$ cat config.mk
export PLATFORM = sky130hd
export DESIGN_NAME = hom_ctrl
export DESIGN_NICKNAME = d
export VERILOG_FILES = /design/src/hom_pkg.sv /design/src/hom_ctrl.sv /design/src/hom_freeze.sv /design/src/hom_avg.sv
export SDC_FILE = /design/constraint.sdc
export NUM_CORES = 1
export LEC_CHECK = 0
export ABC_CLOCK_PERIOD_IN_PS = 8700
export BUFFER_PORTS_ARGS = -buffer_cell sky130_fd_sc_hd__buf_2
export CORE_MARGIN = 2
export CORE_UTILIZATION = 57
export CTS_BUF_LIST = sky130_fd_sc_hd__clkbuf_16
export CTS_CLUSTER_SIZE = 24
export DETAILED_ROUTE_END_ITERATION = 8
export HOLD_SLACK_MARGIN = 0.15
export PLACE_DENSITY = 0.85
export SLEW_MARGIN = 20
export SYNTH_ARGS = -nofsm -noshare
export SYNTH_HDL_FRONTEND = slang
export SYNTH_SLANG_ARGS = --single-unit
$ cat constraint.sdc
create_clock -name aclk -period 8.7 [get_ports aclk]
set_clock_uncertainty 0.2 [all_clocks]
set_input_delay 1.74 -clock aclk [delete_from_list [all_inputs] [get_ports aclk]]
set_output_delay 1.74 -clock aclk [all_outputs]
set_load 0.005 [all_outputs]
$ cat src/hom_pkg.sv
// Package for the holdover mode control block: map, fields, timing.
// Assumes a 100 MHz aclk and 32-bit AXI4-Lite with word-aligned access.
package hom_pkg;
  // Bus widths and responses
  localparam int AXI_AW = 12;
  localparam int AXI_DW = 32;
  localparam logic [1:0] RESP_OKAY = 2'h0;
  localparam logic [1:0] RESP_SLVERR = 2'h2;
  // Register indices; byte address is four times the index
  localparam logic [AXI_AW-1:0] IDX_FREQ_LO = 12'h03E;
  localparam logic [AXI_AW-1:0] IDX_FREQ_MID = 12'h03F;
  localparam logic [AXI_AW-1:0] IDX_MODE = 12'h040;
  localparam logic [AXI_AW-1:0] IDX_CTRL = 12'h041;
  localparam logic [AXI_AW-1:0] IDX_STATUS = 12'h042;
  // Mode and control register fields and reset values
  localparam int AVG_EN_BIT = 7;
  localparam int FAST_BIT = 6;
  localparam int READ_AVG_BIT = 5;
  localparam int MINI_LSB = 3;
  localparam int FREQ_HI_W = 3;
  localparam logic [7:0] MODE_RST = 8'h88;
  localparam logic [7:0] BYTE_RST = 8'h00;
  localparam int FORCE_MAN_BIT = 0;
  localparam int FREQ_W = 19;
  localparam logic [1:0] MINI_FULL = 2'h0;
  localparam logic [1:0] MINI_FROZEN = 2'h1;
  localparam logic [1:0] MINI_FAST = 2'h2;
  localparam logic [1:0] MINI_SLOW = 2'h3;
  // Frequency word LSB in ppm, scaled by 1e7
  localparam int PPM_LSB_E7 = 3068;
  // Averager timing: corner in minutes to update interval in cycles
  localparam longint CLK_HZ = 100_000_000;
  localparam longint SLOW_CORNER_MIN = 110;
  localparam longint FAST_CORNER_MIN = 8;
  localparam int AVG_SHIFT = 16;
  localparam longint TWO_PI_E3 = 6283;
  localparam int SLOW_TICK_CYCLES =
    int'(SLOW_CORNER_MIN * 60 * CLK_HZ * 1000 / (TWO_PI_E3 << AVG_SHIFT));
  localparam int FAST_TICK_CYCLES =
    int'(FAST_CORNER_MIN * 60 * CLK_HZ * 1000 / (TWO_PI_E3 << AVG_SHIFT));
  // Holdover frequency source
  typedef enum logic [1:0] {
    SRC_MANUAL = 2'h0,
    SRC_FROZEN = 2'h1,
    SRC_FAST = 2'h2,
    SRC_SLOW = 2'h3
  } hom_src_t;

  // True when a byte address hits a register index
  function automatic logic hom_hit(logic [AXI_AW-1:0] addr,
                                   logic [AXI_AW-1:0] idx);
    hom_hit = (addr == {idx[AXI_AW-3:0], 2'h0});
  endfunction
endpackage

$ cat src/hom_ctrl.sv
// Holdover mode control: AXI4-Lite register bank and holdover frequency
// selection for the primary timing PLL.
// Assumes loop status inputs synchronous to aclk; single outstanding access.
// Frequency registers hold raw bytes; the averagers never write them back, so
// reading the average leaves the programmed word untouched.
`timescale 1ns/1ps
module hom_ctrl #(
  parameter int SLOW_TICKS = hom_pkg::SLOW_TICK_CYCLES,
  parameter int FAST_TICKS = hom_pkg::FAST_TICK_CYCLES
) (
  input wire logic aclk,
  input wire logic aresetn,
  input wire logic [hom_pkg::AXI_AW-1:0] s_axi_awaddr,
  input wire logic s_axi_awvalid,
  output logic s_axi_awready,
  input wire logic [hom_pkg::AXI_DW-1:0] s_axi_wdata,
  input wire logic [3:0] s_axi_wstrb,
  input wire logic s_axi_wvalid,
  output logic s_axi_wready,
  output logic [1:0] s_axi_bresp,
  output logic s_axi_bvalid,
  input wire logic s_axi_bready,
  input wire logic [hom_pkg::AXI_AW-1:0] s_axi_araddr,
  input wire logic s_axi_arvalid,
  output logic s_axi_arready,
  output logic [hom_pkg::AXI_DW-1:0] s_axi_rdata,
  output logic [1:0] s_axi_rresp,
  output logic s_axi_rvalid,
  input wire logic s_axi_rready,
  input wire logic [hom_pkg::FREQ_W-1:0] pll_freq,
  input wire logic pll_locked,
  input wire logic pll_holdover,
  input wire logic pll_mini_holdover,
  output logic [hom_pkg::FREQ_W-1:0] holdover_freq,
  output hom_pkg::hom_src_t holdover_src
);
  import hom_pkg::*;

  // Bus phases, one-hot
  typedef enum logic [1:0] {
    WS_ACCEPT = 2'b01,
    WS_RESP = 2'b10
  } hom_wr_t;

  typedef enum logic [1:0] {
    RS_ACCEPT = 2'b01,
    RS_DATA = 2'b10
  } hom_rd_t;

  typedef struct packed {
    hom_wr_t wst;
    hom_rd_t rst;
    logic awready;
    logic wready;
    logic aw_got;
    logic w_got;
    logic [AXI_AW-1:0] awaddr;
    logic [7:0] wbyte;
    logic wlane0;
    logic bvalid;
    logic [1:0] bresp;
    logic arready;
    logic rvalid;
    logic [AXI_DW-1:0] rdata;
    logic [1:0] rresp;
    logic [7:0] freq_lo;
    logic [7:0] freq_mid;
    logic [7:0] mode;
    logic [7:0] ctrl;
    logic [FREQ_W-1:0] hold_freq;
    hom_src_t src;
  } hom_state_t;

  localparam hom_state_t S_RST = '{
    wst: WS_ACCEPT,
    rst: RS_ACCEPT,
    awready: 1'b0,
    wready: 1'b0,
    aw_got: 1'b0,
    w_got: 1'b0,
    awaddr: '0,
    wbyte: BYTE_RST,
    wlane0: 1'b0,
    bvalid: 1'b0,
    bresp: RESP_OKAY,
    arready: 1'b0,
    rvalid: 1'b0,
    rdata: '0,
    rresp: RESP_OKAY,
    freq_lo: BYTE_RST,
    freq_mid: BYTE_RST,
    mode: MODE_RST,
    ctrl: BYTE_RST,
    hold_freq: '0,
    src: SRC_FROZEN
  };

  hom_state_t s_q, s_d;

  logic avg_run;
  logic [FREQ_W-1:0] slow_avg;
  logic [FREQ_W-1:0] fast_avg;
  logic [FREQ_W-1:0] frozen;
  logic [FREQ_W-1:0] manual_word;
  logic [FREQ_W-1:0] avg_sel;
  logic [1:0] mini_code;

  // Averagers run only while locked with the input present. Both rates run
  // side by side, so a rate change made during holdover takes effect at once
  // without waiting for the newly chosen filter to settle.
  assign avg_run = pll_locked && !pll_holdover && !pll_mini_holdover;

  hom_avg #(
    .TICK_CYCLES(SLOW_TICKS)
  ) u_slow (
    .aclk(aclk),
    .aresetn(aresetn),
    .run(avg_run),
    .sample(pll_freq),
    .avg(slow_avg)
  );

  hom_avg #(
    .TICK_CYCLES(FAST_TICKS)
  ) u_fast (
    .aclk(aclk),
    .aresetn(aresetn),
    .run(avg_run),
    .sample(pll_freq),
    .avg(fast_avg)
  );

  // Frozen value trails the loop by one cycle; at holdover entry it keeps the
  // last sample taken while the loop was still locked.
  hom_freeze u_freeze (
    .aclk(aclk),
    .aresetn(aresetn),
    .run(avg_run),
    .sample(pll_freq),
    .frozen(frozen)
  );

  // Programmed word: top bits from the mode register, signed
  assign manual_word = {s_q.mode[FREQ_HI_W-1:0], s_q.freq_mid, s_q.freq_lo};
  // Average chosen by the rate bit
  assign avg_sel = s_q.mode[FAST_BIT] ? fast_avg : slow_avg;
  assign mini_code = s_q.mode[MINI_LSB+1:MINI_LSB];

  // Source for full holdover
  // Forced manual wins over the averaging enable; averaging off means frozen
  function automatic hom_src_t full_src(logic [7:0] mode, logic [7:0] ctrl);
    if (ctrl[FORCE_MAN_BIT]) begin
      full_src = SRC_MANUAL;
    end else if (mode[AVG_EN_BIT]) begin
      full_src = mode[FAST_BIT] ? SRC_FAST : SRC_SLOW;
    end else begin
      full_src = SRC_FROZEN;
    end
  endfunction

  // Source for mini-holdover
  // Codes 10 and 11 take an averager even under forced manual holdover
  function automatic hom_src_t mini_src(logic [1:0] code, hom_src_t full);
    unique case (code)
      MINI_FULL: mini_src = full;
      MINI_FROZEN: mini_src = SRC_FROZEN;
      MINI_FAST: mini_src = SRC_FAST;
      MINI_SLOW: mini_src = SRC_SLOW;
    endcase
  endfunction

  // Frequency value for a source
  function automatic logic [FREQ_W-1:0] src_val(hom_src_t src,
                                                 logic [FREQ_W-1:0] man,
                                                 logic [FREQ_W-1:0] frz,
                                                 logic [FREQ_W-1:0] fst,
                                                 logic [FREQ_W-1:0] slw);
    unique case (src)
      SRC_MANUAL: src_val = man;
      SRC_FROZEN: src_val = frz;
      SRC_FAST: src_val = fst;
      SRC_SLOW: src_val = slw;
    endcase
  endfunction

  // Register read mux, low byte used, upper bits zero
  // Status reads expose the live selection so software can watch holdover
  function automatic logic [AXI_DW-1:0] rd_mux(logic [AXI_AW-1:0] a,
                                               hom_state_t q,
                                               logic [FREQ_W-1:0] avg,
                                               logic run);
    rd_mux = '0;
    if (hom_hit(a, IDX_FREQ_LO)) begin
      rd_mux[7:0] = q.mode[READ_AVG_BIT] ? avg[7:0] : q.freq_lo;
    end else if (hom_hit(a, IDX_FREQ_MID)) begin
      rd_mux[7:0] = q.mode[READ_AVG_BIT] ? avg[15:8] : q.freq_mid;
    end else if (hom_hit(a, IDX_MODE)) begin
      rd_mux[7:0] = q.mode;
    end else if (hom_hit(a, IDX_CTRL)) begin
      rd_mux[7:0] = q.ctrl;
    end else if (hom_hit(a, IDX_STATUS)) begin
      rd_mux[7:0] = {3'h0, run, pll_mini_holdover, pll_holdover, q.src};
    end
  endfunction

  // True for any mapped register
  // Unmapped offsets answer with an error and store nothing
  function automatic logic mapped(logic [AXI_AW-1:0] a);
    mapped = hom_hit(a, IDX_FREQ_LO) || hom_hit(a, IDX_FREQ_MID)
             || hom_hit(a, IDX_MODE) || hom_hit(a, IDX_CTRL)
             || hom_hit(a, IDX_STATUS);
  endfunction

  // Next state: write channel, read channel, holdover selection
  always_comb begin
    s_d = s_q;
    // Write path: address and data in either order
    unique case (s_q.wst)
      WS_ACCEPT: begin
        if (s_axi_awvalid && s_q.awready) begin
          s_d.aw_got = 1'b1;
          s_d.awaddr = s_axi_awaddr;
        end
        if (s_axi_wvalid && s_q.wready) begin
          s_d.w_got = 1'b1;
          s_d.wbyte = s_axi_wdata[7:0];
          s_d.wlane0 = s_axi_wstrb[0];
        end
        s_d.awready = !s_d.aw_got;
        s_d.wready = !s_d.w_got;
        if (s_q.aw_got && s_q.w_got) begin
          s_d.bvalid = 1'b1;
          s_d.bresp = mapped(s_q.awaddr) ? RESP_OKAY : RESP_SLVERR;
          s_d.wst = WS_RESP;
          if (s_q.wlane0) begin
            if (hom_hit(s_q.awaddr, IDX_FREQ_LO)) begin
              s_d.freq_lo = s_q.wbyte;
            end
            if (hom_hit(s_q.awaddr, IDX_FREQ_MID)) begin
              s_d.freq_mid = s_q.wbyte;
            end
            if (hom_hit(s_q.awaddr, IDX_MODE)) begin
              s_d.mode = s_q.wbyte;
            end
            if (hom_hit(s_q.awaddr, IDX_CTRL)) begin
              s_d.ctrl = s_q.wbyte;
            end
          end
        end
      end
      WS_RESP: begin
        if (s_axi_bready) begin
          s_d.bvalid = 1'b0;
          s_d.aw_got = 1'b0;
          s_d.w_got = 1'b0;
          s_d.awready = 1'b1;
          s_d.wready = 1'b1;
          s_d.wst = WS_ACCEPT;
        end
      end
      default: begin
        // Illegal phase code: back to idle, drop any half-taken write
        s_d.wst = WS_ACCEPT;
        s_d.aw_got = 1'b0;
        s_d.w_got = 1'b0;
        s_d.awready = 1'b0;
        s_d.wready = 1'b0;
        s_d.bvalid = 1'b0;
      end
    endcase
    // Read path: data one edge after the address is taken
    unique case (s_q.rst)
      RS_ACCEPT: begin
        s_d.arready = 1'b1;
        if (s_axi_arvalid && s_q.arready) begin
          s_d.arready = 1'b0;
          s_d.rvalid = 1'b1;
          s_d.rdata = rd_mux(s_axi_araddr, s_q, avg_sel, avg_run);
          s_d.rresp = mapped(s_axi_araddr) ? RESP_OKAY : RESP_SLVERR;
          s_d.rst = RS_DATA;
        end
      end
      RS_DATA: begin
        if (s_axi_rready) begin
          s_d.rvalid = 1'b0;
          s_d.arready = 1'b1;
          s_d.rst = RS_ACCEPT;
        end
      end
      default: begin
        // Illegal phase code: back to idle with no data pending
        s_d.rst = RS_ACCEPT;
        s_d.arready = 1'b0;
        s_d.rvalid = 1'b0;
      end
    endcase
    // Holdover frequency: mini-holdover has its own choice
    if (pll_mini_holdover) begin
      s_d.src = mini_src(mini_code, full_src(s_q.mode, s_q.ctrl));
    end else begin
      s_d.src = full_src(s_q.mode, s_q.ctrl);
    end
    // Value follows the new source so both outputs change at the same edge
    s_d.hold_freq = src_val(s_d.src, manual_word, frozen, fast_avg, slow_avg);
  end

  // State register, synchronous reset
  // Reset restores every field of the state, mode register included
  always_ff @(posedge aclk) begin
    if (!aresetn) begin
      s_q <= S_RST;
    end else begin
      s_q <= s_d;
    end
  end

  // Outputs straight from the state register
  // No logic sits between these flops and the pins
  assign s_axi_awready = s_q.awready;
  assign s_axi_wready = s_q.wready;
  assign s_axi_bvalid = s_q.bvalid;
  assign s_axi_bresp = s_q.bresp;
  assign s_axi_arready = s_q.arready;
  assign s_axi_rvalid = s_q.rvalid;
  assign s_axi_rdata = s_q.rdata;
  assign s_axi_rresp = s_q.rresp;
  assign holdover_freq = s_q.hold_freq;
  assign holdover_src = s_q.src;
endmodule

$ cat src/hom_freeze.sv
// Frozen-frequency capture for holdover entry.
// Assumes run is high only while the loop is locked with its input present.
`timescale 1ns/1ps
module hom_freeze (
  input wire logic aclk,
  input wire logic aresetn,
  input wire logic run,
  input wire logic [hom_pkg::FREQ_W-1:0] sample,
  output logic [hom_pkg::FREQ_W-1:0] frozen
);
  import hom_pkg::*;
  typedef struct packed {
    logic [FREQ_W-1:0] val;
  } hom_frz_t;
  hom_frz_t s_q, s_d;

  // Track while locked, hold the last value once holdover starts
  always_comb begin
    s_d = s_q;
    if (run) begin
      s_d.val = sample;
    end
  end

  always_ff @(posedge aclk) begin
    if (!aresetn) begin
      s_q <= '0;
    end else begin
      s_q <= s_d;
    end
  end

  assign frozen = s_q.val;
endmodule

$ cat src/hom_avg.sv
// First-order averager of the loop frequency for holdover.
// Assumes run drops for holdover and mini-holdover; TICK_CYCLES sets corner.
`timescale 1ns/1ps
module hom_avg #(
  parameter int TICK_CYCLES = 1000
) (
  input wire logic aclk,
  input wire logic aresetn,
  input wire logic run,
  input wire logic [hom_pkg::FREQ_W-1:0] sample,
  output logic [hom_pkg::FREQ_W-1:0] avg
);
  import hom_pkg::*;
  localparam int ACC_W = FREQ_W + AVG_SHIFT;
  typedef struct packed {
    logic [23:0] cnt;
    logic primed;
    logic signed [ACC_W-1:0] acc;
  } hom_avg_t;
  hom_avg_t s_q, s_d;
  logic signed [ACC_W:0] diff;

  // Step acc toward the sample by 2^-AVG_SHIFT of the error each tick
  always_comb begin
    s_d = s_q;
    diff = $signed({sample[FREQ_W-1], sample, {AVG_SHIFT{1'b0}}})
           - $signed({s_q.acc[ACC_W-1], s_q.acc});
    if (run) begin
      if (!s_q.primed) begin
        s_d.primed = 1'b1;
        s_d.acc = $signed({sample, {AVG_SHIFT{1'b0}}});
        s_d.cnt = '0;
      end else if (s_q.cnt == 24'(TICK_CYCLES - 1)) begin
        s_d.cnt = '0;
        s_d.acc = s_q.acc + ACC_W'(diff >>> AVG_SHIFT);
      end else begin
        s_d.cnt = s_q.cnt + 24'h000001;
      end
    end
  end

  always_ff @(posedge aclk) begin
    if (!aresetn) begin
      s_q <= '0;
    end else begin
      s_q <= s_d;
    end
  end

  assign avg = s_q.acc[ACC_W-1:AVG_SHIFT];
endmodule

# Yosys cells after proc, flatten, opt, wreduce, memory -nomap -nowiden
# Cells that the tools add are included.
# Widths: inputs -> output; s select.
word_totals:
  ff_bits: 235
  wordCells: 135
classes:
  addsub: 6
  eq_ne: 28
  mux: 42
  n_reduce_logical: 32
ops:
  columns: ["cell", "count"]
  rows:
  - ["$mux 35", 4]
  - ["$mux 24", 4]
  - ["$pmux 19 s4", 1]
  - ["$eq 12x9->1 const B", 6]
  - ["$sub 35x35->36", 2]
  - ["$add 35x20->35", 2]
  - ["$add 24x1->24 const B", 2]
  - ["$eq 12x8->1 const B", 4]
  - ["$mux 8", 6]
  - ["$mux 36", 1]
  - ["$eq 24x17->1 const B", 1]
  - ["$eq 24x21->1 const B", 1]
  - ["$mux 2", 10]
  - ["$mux 16", 1]
  - ["$reduce_and 2->1", 8]
  - ["$reduce_and 4->1", 4]
  - ["$eq 2x2->1 const B", 6]
  - ["$ne 2x2->1 const B", 6]
  - ["$pmux 2 s2", 3]
  - ["$eq 2x1->1 const B", 4]
  - ["$logic_or 1x1->1", 8]
  - ["$pmux 2 s4", 1]
  - ["$pmux 4 s2", 1]
  - ["$logic_and 1x1->1", 6]
  - ["7 further kinds", 16]

# Longest topological paths before layout
logic_depth:
  depth_word: 10
  mapped_depth: 23
  mapped_depth_nobuf: 23

# Cells and area by module
# Synthesis repeated with hierarchy kept, for this count alone.
hier_totals:
  cells_unflattened: 1896
  hier_area_um2: 15891.5
modules_own_cells:
  columns: ["mod", "instances", "cells_each", "area_per_inst_um2", "seq_area_each_um2"]
  rows:
  - ["hom_avg at u_slow", 1, 658, 5178.7, 1201.2]
  - ["hom_ctrl", 1, 561, 5058.6, 1901.8]
  - ["hom_avg at u_fast", 1, 617, 4929.7, 1201.2]
  - ["hom_freeze", 1, 60, 724.4, 380.4]

# Worst setup path after synthesis
# OpenSTA, ideal clock, no wires.
synth_path:
  kind: "in2reg"
  startpoint: "in pll_freq[5] (netlist name)"
  endpoint: "reg u_slow.s_q (netlist bit u_slow.avg[18])"
  setup_ns: 0.074
  t_arrival_ns: 6.252
  required_time_ns: 8.426
  setup_slack_ns: 2.174
  stages: 20
  path_cell_list: "ha_1 -> a21oi_1 -> o21ai_0 -> a22o_1 -> a31oi_1 -> a21oi_2 -> nand2_1 -> a31oi_1 -> o21ai_0 -> ha_1 -> clkbuf_1 -> nand2_1 -> o21ai_0 -> a21oi_1 -> o311a_1 -> nor3_1 -> a221oi_1 -> o21bai_1 -> xnor3_1 -> a31oi_1"
synth_via:
  elab_chain_cells: 4
synth_rtl:
  columns: ["item", "line", "source"]
  rows:
  - ["from (decl)", "hom_ctrl.sv:30", "input wire logic [hom_pkg::FREQ_W-1:0] pll_freq,"]
  - ["$sub 35x35->36", "hom_avg.sv:27", "- $signed({s_q.acc[ACC_W-1], s_q.acc});"]
  - ["$add 35x20->35", "hom_avg.sv:35", "s_d.acc = s_q.acc + ACC_W'(diff >>> AVG_SHIFT);"]
  - ["$mux 35", "hom_avg.sv:33", "end else if (s_q.cnt == 24'(TICK_CYCLES - 1)) begin"]
  - ["$mux 35", "hom_avg.sv:29", "if (!s_q.primed) begin"]
  - ["to (signal assigned)", "hom_avg.sv:44", "s_q <= '0;"]
  - ["to (signal assigned)", "hom_avg.sv:46", "s_q <= s_d;"]
  - ["to (decl)", "hom_avg.sv:20", "hom_avg_t s_q, s_d;"]
# No other way between the ends. The select of a mux whose other input is x is not followed.
# A chain may end at the register's enable or synchronous reset.

# Worst setup path after layout
layout_path:
  startpoint: "in pll_freq[5] (netlist name)"
  endpoint: "reg u_fast.s_q (netlist bit u_fast.avg[17])"
layout_via:
  elab_chain_cells: 4
layout_rtl:
  columns: ["item", "line"]
  rows:
  - ["$sub 35x35->36", "hom_avg.sv:27"]
  - ["$add 35x20->35", "hom_avg.sv:35"]
  - ["$mux 35", "hom_avg.sv:33"]
  - ["$mux 35", "hom_avg.sv:29"]
  - ["to (signal assigned)", "hom_avg.sv:44"]
  - ["to (signal assigned)", "hom_avg.sv:46"]
  - ["to (decl)", "hom_avg.sv:20"]
# No other way between the ends. The select of a mux whose other input is x is not followed.

==> run summary <==
The flow ran to the end, and the final reports show no timing, DRC or antenna violations. The via total after detailed routing came out at about 14k. The count of unique library cells instantiated by Yosys came out at 76. The startpoint identified for the worst hold timing path is s_axi_rvalid. The critical path is of the in2reg type. Synthesis handed over a netlist of 1,894 instances. The number of buffers inserted to repair setup after CTS came out at 0. For this run, the total global-route usage over all layers was measured as 0.279.

The stage delay of the slowest cell on the critical path came out at 0.36 ns. The total number of yosys warnings came out at 0. The setup TNS came out at 0 ns. The iteration count of the initial detailed-routing pass came out at 6. The worst slack on hold paths is approximately 0.24 ns. The post-synthesis cell type with the largest combined area is sky130_fd_sc_hd__dfxtp_1. The mux contribution to synthesized area came out at 0.0666. The analysis attributes to cell leakage a power of ~7 nW. The area growth from synthesis to layout came out at 8.36%. The number of global-route vias before repair is ~13k. Wires add up to ~41,000 um. The final-report max-slew violation count came out at 0. The via-per-instance ratio is between 6 and 7. The max-slew headroom at the worst pin is 0.232. In this run the worst setup path begins at pll_freq[5]. The final hold violation count was 0. The kind of cell with the highest combined delay along the critical path is compound AO/OA/AOI/OAI gates. The die is approximately 170 um wide.

The combinational family with the most area after synthesis is compound AO/OA/AOI/OAI gates. The TritonCTS clock tree is done. Of the available clock period, the critical path in the final layout requires 0.763. The fraction of final layout cells sized beyond drive strength 1 is 0.0990. The clock drives ~230 sinks.

In this run the worst hold path is classified as reg2reg. The number of hold buffers added after CTS came out at 0. The shortest period the worst path allows came out at 6.64 ns. The pin count of the biggest net entering global routing is 95. The clock transition at the registers of the reported paths is roughly 0.060 ns.

The residual antenna-violating net count after detailed routing is 0. Fill cells in the final layout number roughly 2.2k. In the final routed layout, each cell accounts on average for ~18 um. In the post-synthesis netlist, the biggest area contributors are sky130_fd_sc_hd__dfxtp_1 30%, sky130_fd_sc_hd__ha_1 9.1%, sky130_fd_sc_hd__nand2_1 5.3%. The number of violations reported at the end of detailed-routing iteration 0 is ~1.3k. The later pin in the worst-skew pair is clocked with a latency of between 0.5 and 0.6 ns. The first-pass GRT wire length is around 65,000 um. The sequential cell area fraction in the yosys report is 0.300. The end-of-flow core utilization came out at 0.626. In this run the critical register-to-register path is launched from u_fast.avg[5]. For this design the top-level I/O count stands at about 150.

The post-cts repair resize count came out at 0. The area share of xor/xnor cells in the synthesized design came out at 0.0708. The die covers 0.0286 mm2. Traced cell by cell, the critical path runs through buf_2, ha_1, and3_1, a221oi_1, o21ai_0, a31oi_1, o21bai_1, and4_1, o311ai_0, nand2b_1, a21oi_1, xnor2_1, ha_1, a21o_1, a21o_1, a2111oi_2, o21ai_1, or3_1, a31oi_1, nor2_1, a221o_1, mux2_4, o21ai_2. The count of buffers added on input and output ports is just under 100.

The largest buffer count on any clock path is 3. Each instance of the synthesized netlist takes up on average ~8.2 um2. The number of buffers created by CTS came out at 26. The flip-flop and latch count after synthesis came out at 233. The kind of end point of the critical path is a register. The post-synthesis adder-cell area fraction is 0.0936. The worst endpoint required time came out at between 8 and 9 ns.

At the end of routability-driven placement, the weighted congestion stood at 0.915. The depth of the CTS H-tree is 1. The measured slew at the worst slew-check pin came out at 1.15 ns. The detailed placer's ending HPWL came out at around 30,000 um. The remaining design rule violation count is 0. For this design the ratio of total power to cell area is ~170 mW/mm2. The final-report setup violation count is 0. In this run the vertical extent of the chip is 169 um. In this run the worst path has a maximum fanout of 5. The number of antenna cells inserted is 0. The initial core utilization is 0.578. The commonest register cell after synthesis is sky130_fd_sc_hd__dfxtp_1. The count of flip-flops with a built-in enable after synthesis came out at 0. The number of antenna violations at the first check in global routing is 0. The arrival time of the worst setup path came out at between 6 and 7 ns. The worst supply voltage drop on vdd came out at 152 uV. The top achievable clock speed came out at between 150 and 200 MHz. Setup repair after global routing left no endpoint under its margin. The fraction of the mapped netlist area in compound gates is 0.209. The synthesized netlist occupies a cell area of between 0.015 and 0.02 mm2. The number of nets at the end of the flow is roughly 2.1k.

STA classifies the critical path startpoint as an input pin. The number of maximum-capacitance constraint violations is 0. The buffering stage count on the worst path with inverters included is 1. The largest individual stage delay along the critical path comes from the cell sky130_fd_sc_hd__a221o_1. CTS placed an instance of sky130_fd_sc_hd__clkbuf_16 at the clock tree root. The area share of the largest cell type after synthesis came out at 0.300.

The async set-or-reset flop fraction in the synthesized netlist came out at 0. The area of the core came out at around 0.027 mm2. The basic-gate share of the synthesized area counting and, or, nand and nor cells came out at 0.197. The number of placement rows came out at 60. The overall overflow remaining after global route came out at 0. The total design power is 2.94 mW.
-- synth_stat cells, drive strengths merged, types with 13 or more instances --
| cell type | instances |
|---|---|
| xor2 | 57 |
| ha | 113 |
| buf | 70 |
| and3 | 24 |
| o21a | 22 |
| xnor2 | 66 |
| o211ai | 16 |
| mux4 | 19 |
| a22o | 14 |
| dfxtp | 233 |
| nor3 | 36 |
| a31oi | 26 |
| nand4 | 13 |
| nor4 | 19 |
| and2 | 30 |
| clkbuf | 65 |
| nand2 | 220 |
| a21oi | 141 |
| inv | 67 |
| nor2 | 137 |
| a21boi | 47 |
| a21o | 50 |
| nand2b | 15 |
| o21ai | 119 |
| nand3 | 40 |
| nor2b | 60 |
| mux2i | 59 |
-- worst paths after layout --
kind | to | slack, ns | cells past startpoint
worst max-delay path | u_fast.avg[17] | 2.06 | 23
worst min-delay path | s_axi_rvalid | 0.24 | 2
worst min register to register | s_axi_rvalid | 0.24 | 2
worst max register to register | u_fast.avg[17] | 2.82 | 23
-- area by class of cell --
type / count / area [um2] / share of cell area
Multi-Input combinational cell: 1484 / 9990 / 0.594
Sequential cell: 233 / 4670 / 0.277
Clock buffer: 26 / 651 / 0.0387
Timing Repair Buffer: 107 / 563 / 0.0335
Tap cell: 341 / 427 / 0.0254
Clock inverter: 22 / 275 / 0.0164
Inverter: 67 / 251 / 0.0149
-- layer usage --
layer	wire length [um]	vias up	share of wire	GRT usage
met4	2400	0	0.059	0.146
met1	16700	6445	0.41	0.361
met3	3450	158	0.084	0.0449
li1	-	6716	-	-
met2	18400	592	0.45	0.451
met5	0	-	0	0
-- sequential cells by signal (all words and copies together) (netlist names) --
signal	count
holdover_freq	19
holdover_src	2
manual_word	19
mini_code	2
s_axi_arready	1
s_axi_awready	1
s_axi_bresp	1
s_axi_bvalid	1
s_axi_rdata	8
s_axi_rresp	1
s_axi_rvalid	1
s_axi_wready	1
s_q	38
u_fast.avg	19
u_fast.s_q	41
u_freeze.frozen	19
u_slow.avg	19
u_slow.s_q	40
-- power breakdown --
group          switching, mW  internal (mW)
logic                  0.368          0.252
clock network          0.473          0.702
registers             0.0408           1.10
total                  0.882           2.06
-- metrics by stage --
step	area, um2	cells	worst slack, ns
2_1_floorplan	15600	1919	2.17
3_3_place_gp	15900	2232	1.53
3_5_place_dp	15900	2232	1.56
4_1_cts	16800	2280	2.11
5_1_grt	16800	2280	1.76
6_report	16800	2280	2.06
-- placed cells by master, fill, tap and decap left out, types with 8 or more instances in the layout --
cell type	instances
sky130_fd_sc_hd__dfxtp_1	232
sky130_fd_sc_hd__nand2_1	220
sky130_fd_sc_hd__a21oi_1	139
sky130_fd_sc_hd__nor2_1	137
sky130_fd_sc_hd__o21ai_0	116
sky130_fd_sc_hd__ha_1	113
sky130_fd_sc_hd__buf_2	96
sky130_fd_sc_hd__inv_1	68
sky130_fd_sc_hd__xnor2_1	66
sky130_fd_sc_hd__nor2b_1	59
sky130_fd_sc_hd__mux2i_1	59
sky130_fd_sc_hd__xor2_1	57
sky130_fd_sc_hd__a21o_1	49
sky130_fd_sc_hd__a21boi_0	47
sky130_fd_sc_hd__nand3_1	40
sky130_fd_sc_hd__nor3_1	35
sky130_fd_sc_hd__and2_1	28
sky130_fd_sc_hd__a31oi_1	26
sky130_fd_sc_hd__conb_1	26
sky130_fd_sc_hd__clkbuf_16	26
sky130_fd_sc_hd__and3_1	24
sky130_fd_sc_hd__o21a_1	22
sky130_fd_sc_hd__mux4_2	19
sky130_fd_sc_hd__nor4_1	17
sky130_fd_sc_hd__o211ai_1	16
sky130_fd_sc_hd__nand2b_1	15
sky130_fd_sc_hd__a22o_1	14
sky130_fd_sc_hd__nand4_1	13
sky130_fd_sc_hd__o21bai_1	11
sky130_fd_sc_hd__buf_4	11
sky130_fd_sc_hd__a221oi_1	8
sky130_fd_sc_hd__a211oi_1	8
-- logic make-up after synthesis --
group                      count (synthesis)
and+or+nand+nor                          632
AOI/OAI and AO/OA                        508
DFF                                      233
buffers and inverters                    202
xor gates and xnor gates                 124
adders and majority gates                115
muxes                                     79
other                                      1
-- worst reg2reg max path, delay by kind of cell, from the launching register on --
family / cells / cell delay, ns
AOI/OAI and AO/OA: 13 / 2.88
and+or+nand+nor: 5 / 1.09
adders and majority gates: 2 / 0.62
DFF: 1 / 0.51
muxes: 1 / 0.26
xor gates and xnor gates: 1 / 0.14
buffers and inverters: 1 / 0.11
Power figures use the tool's default switching activity.
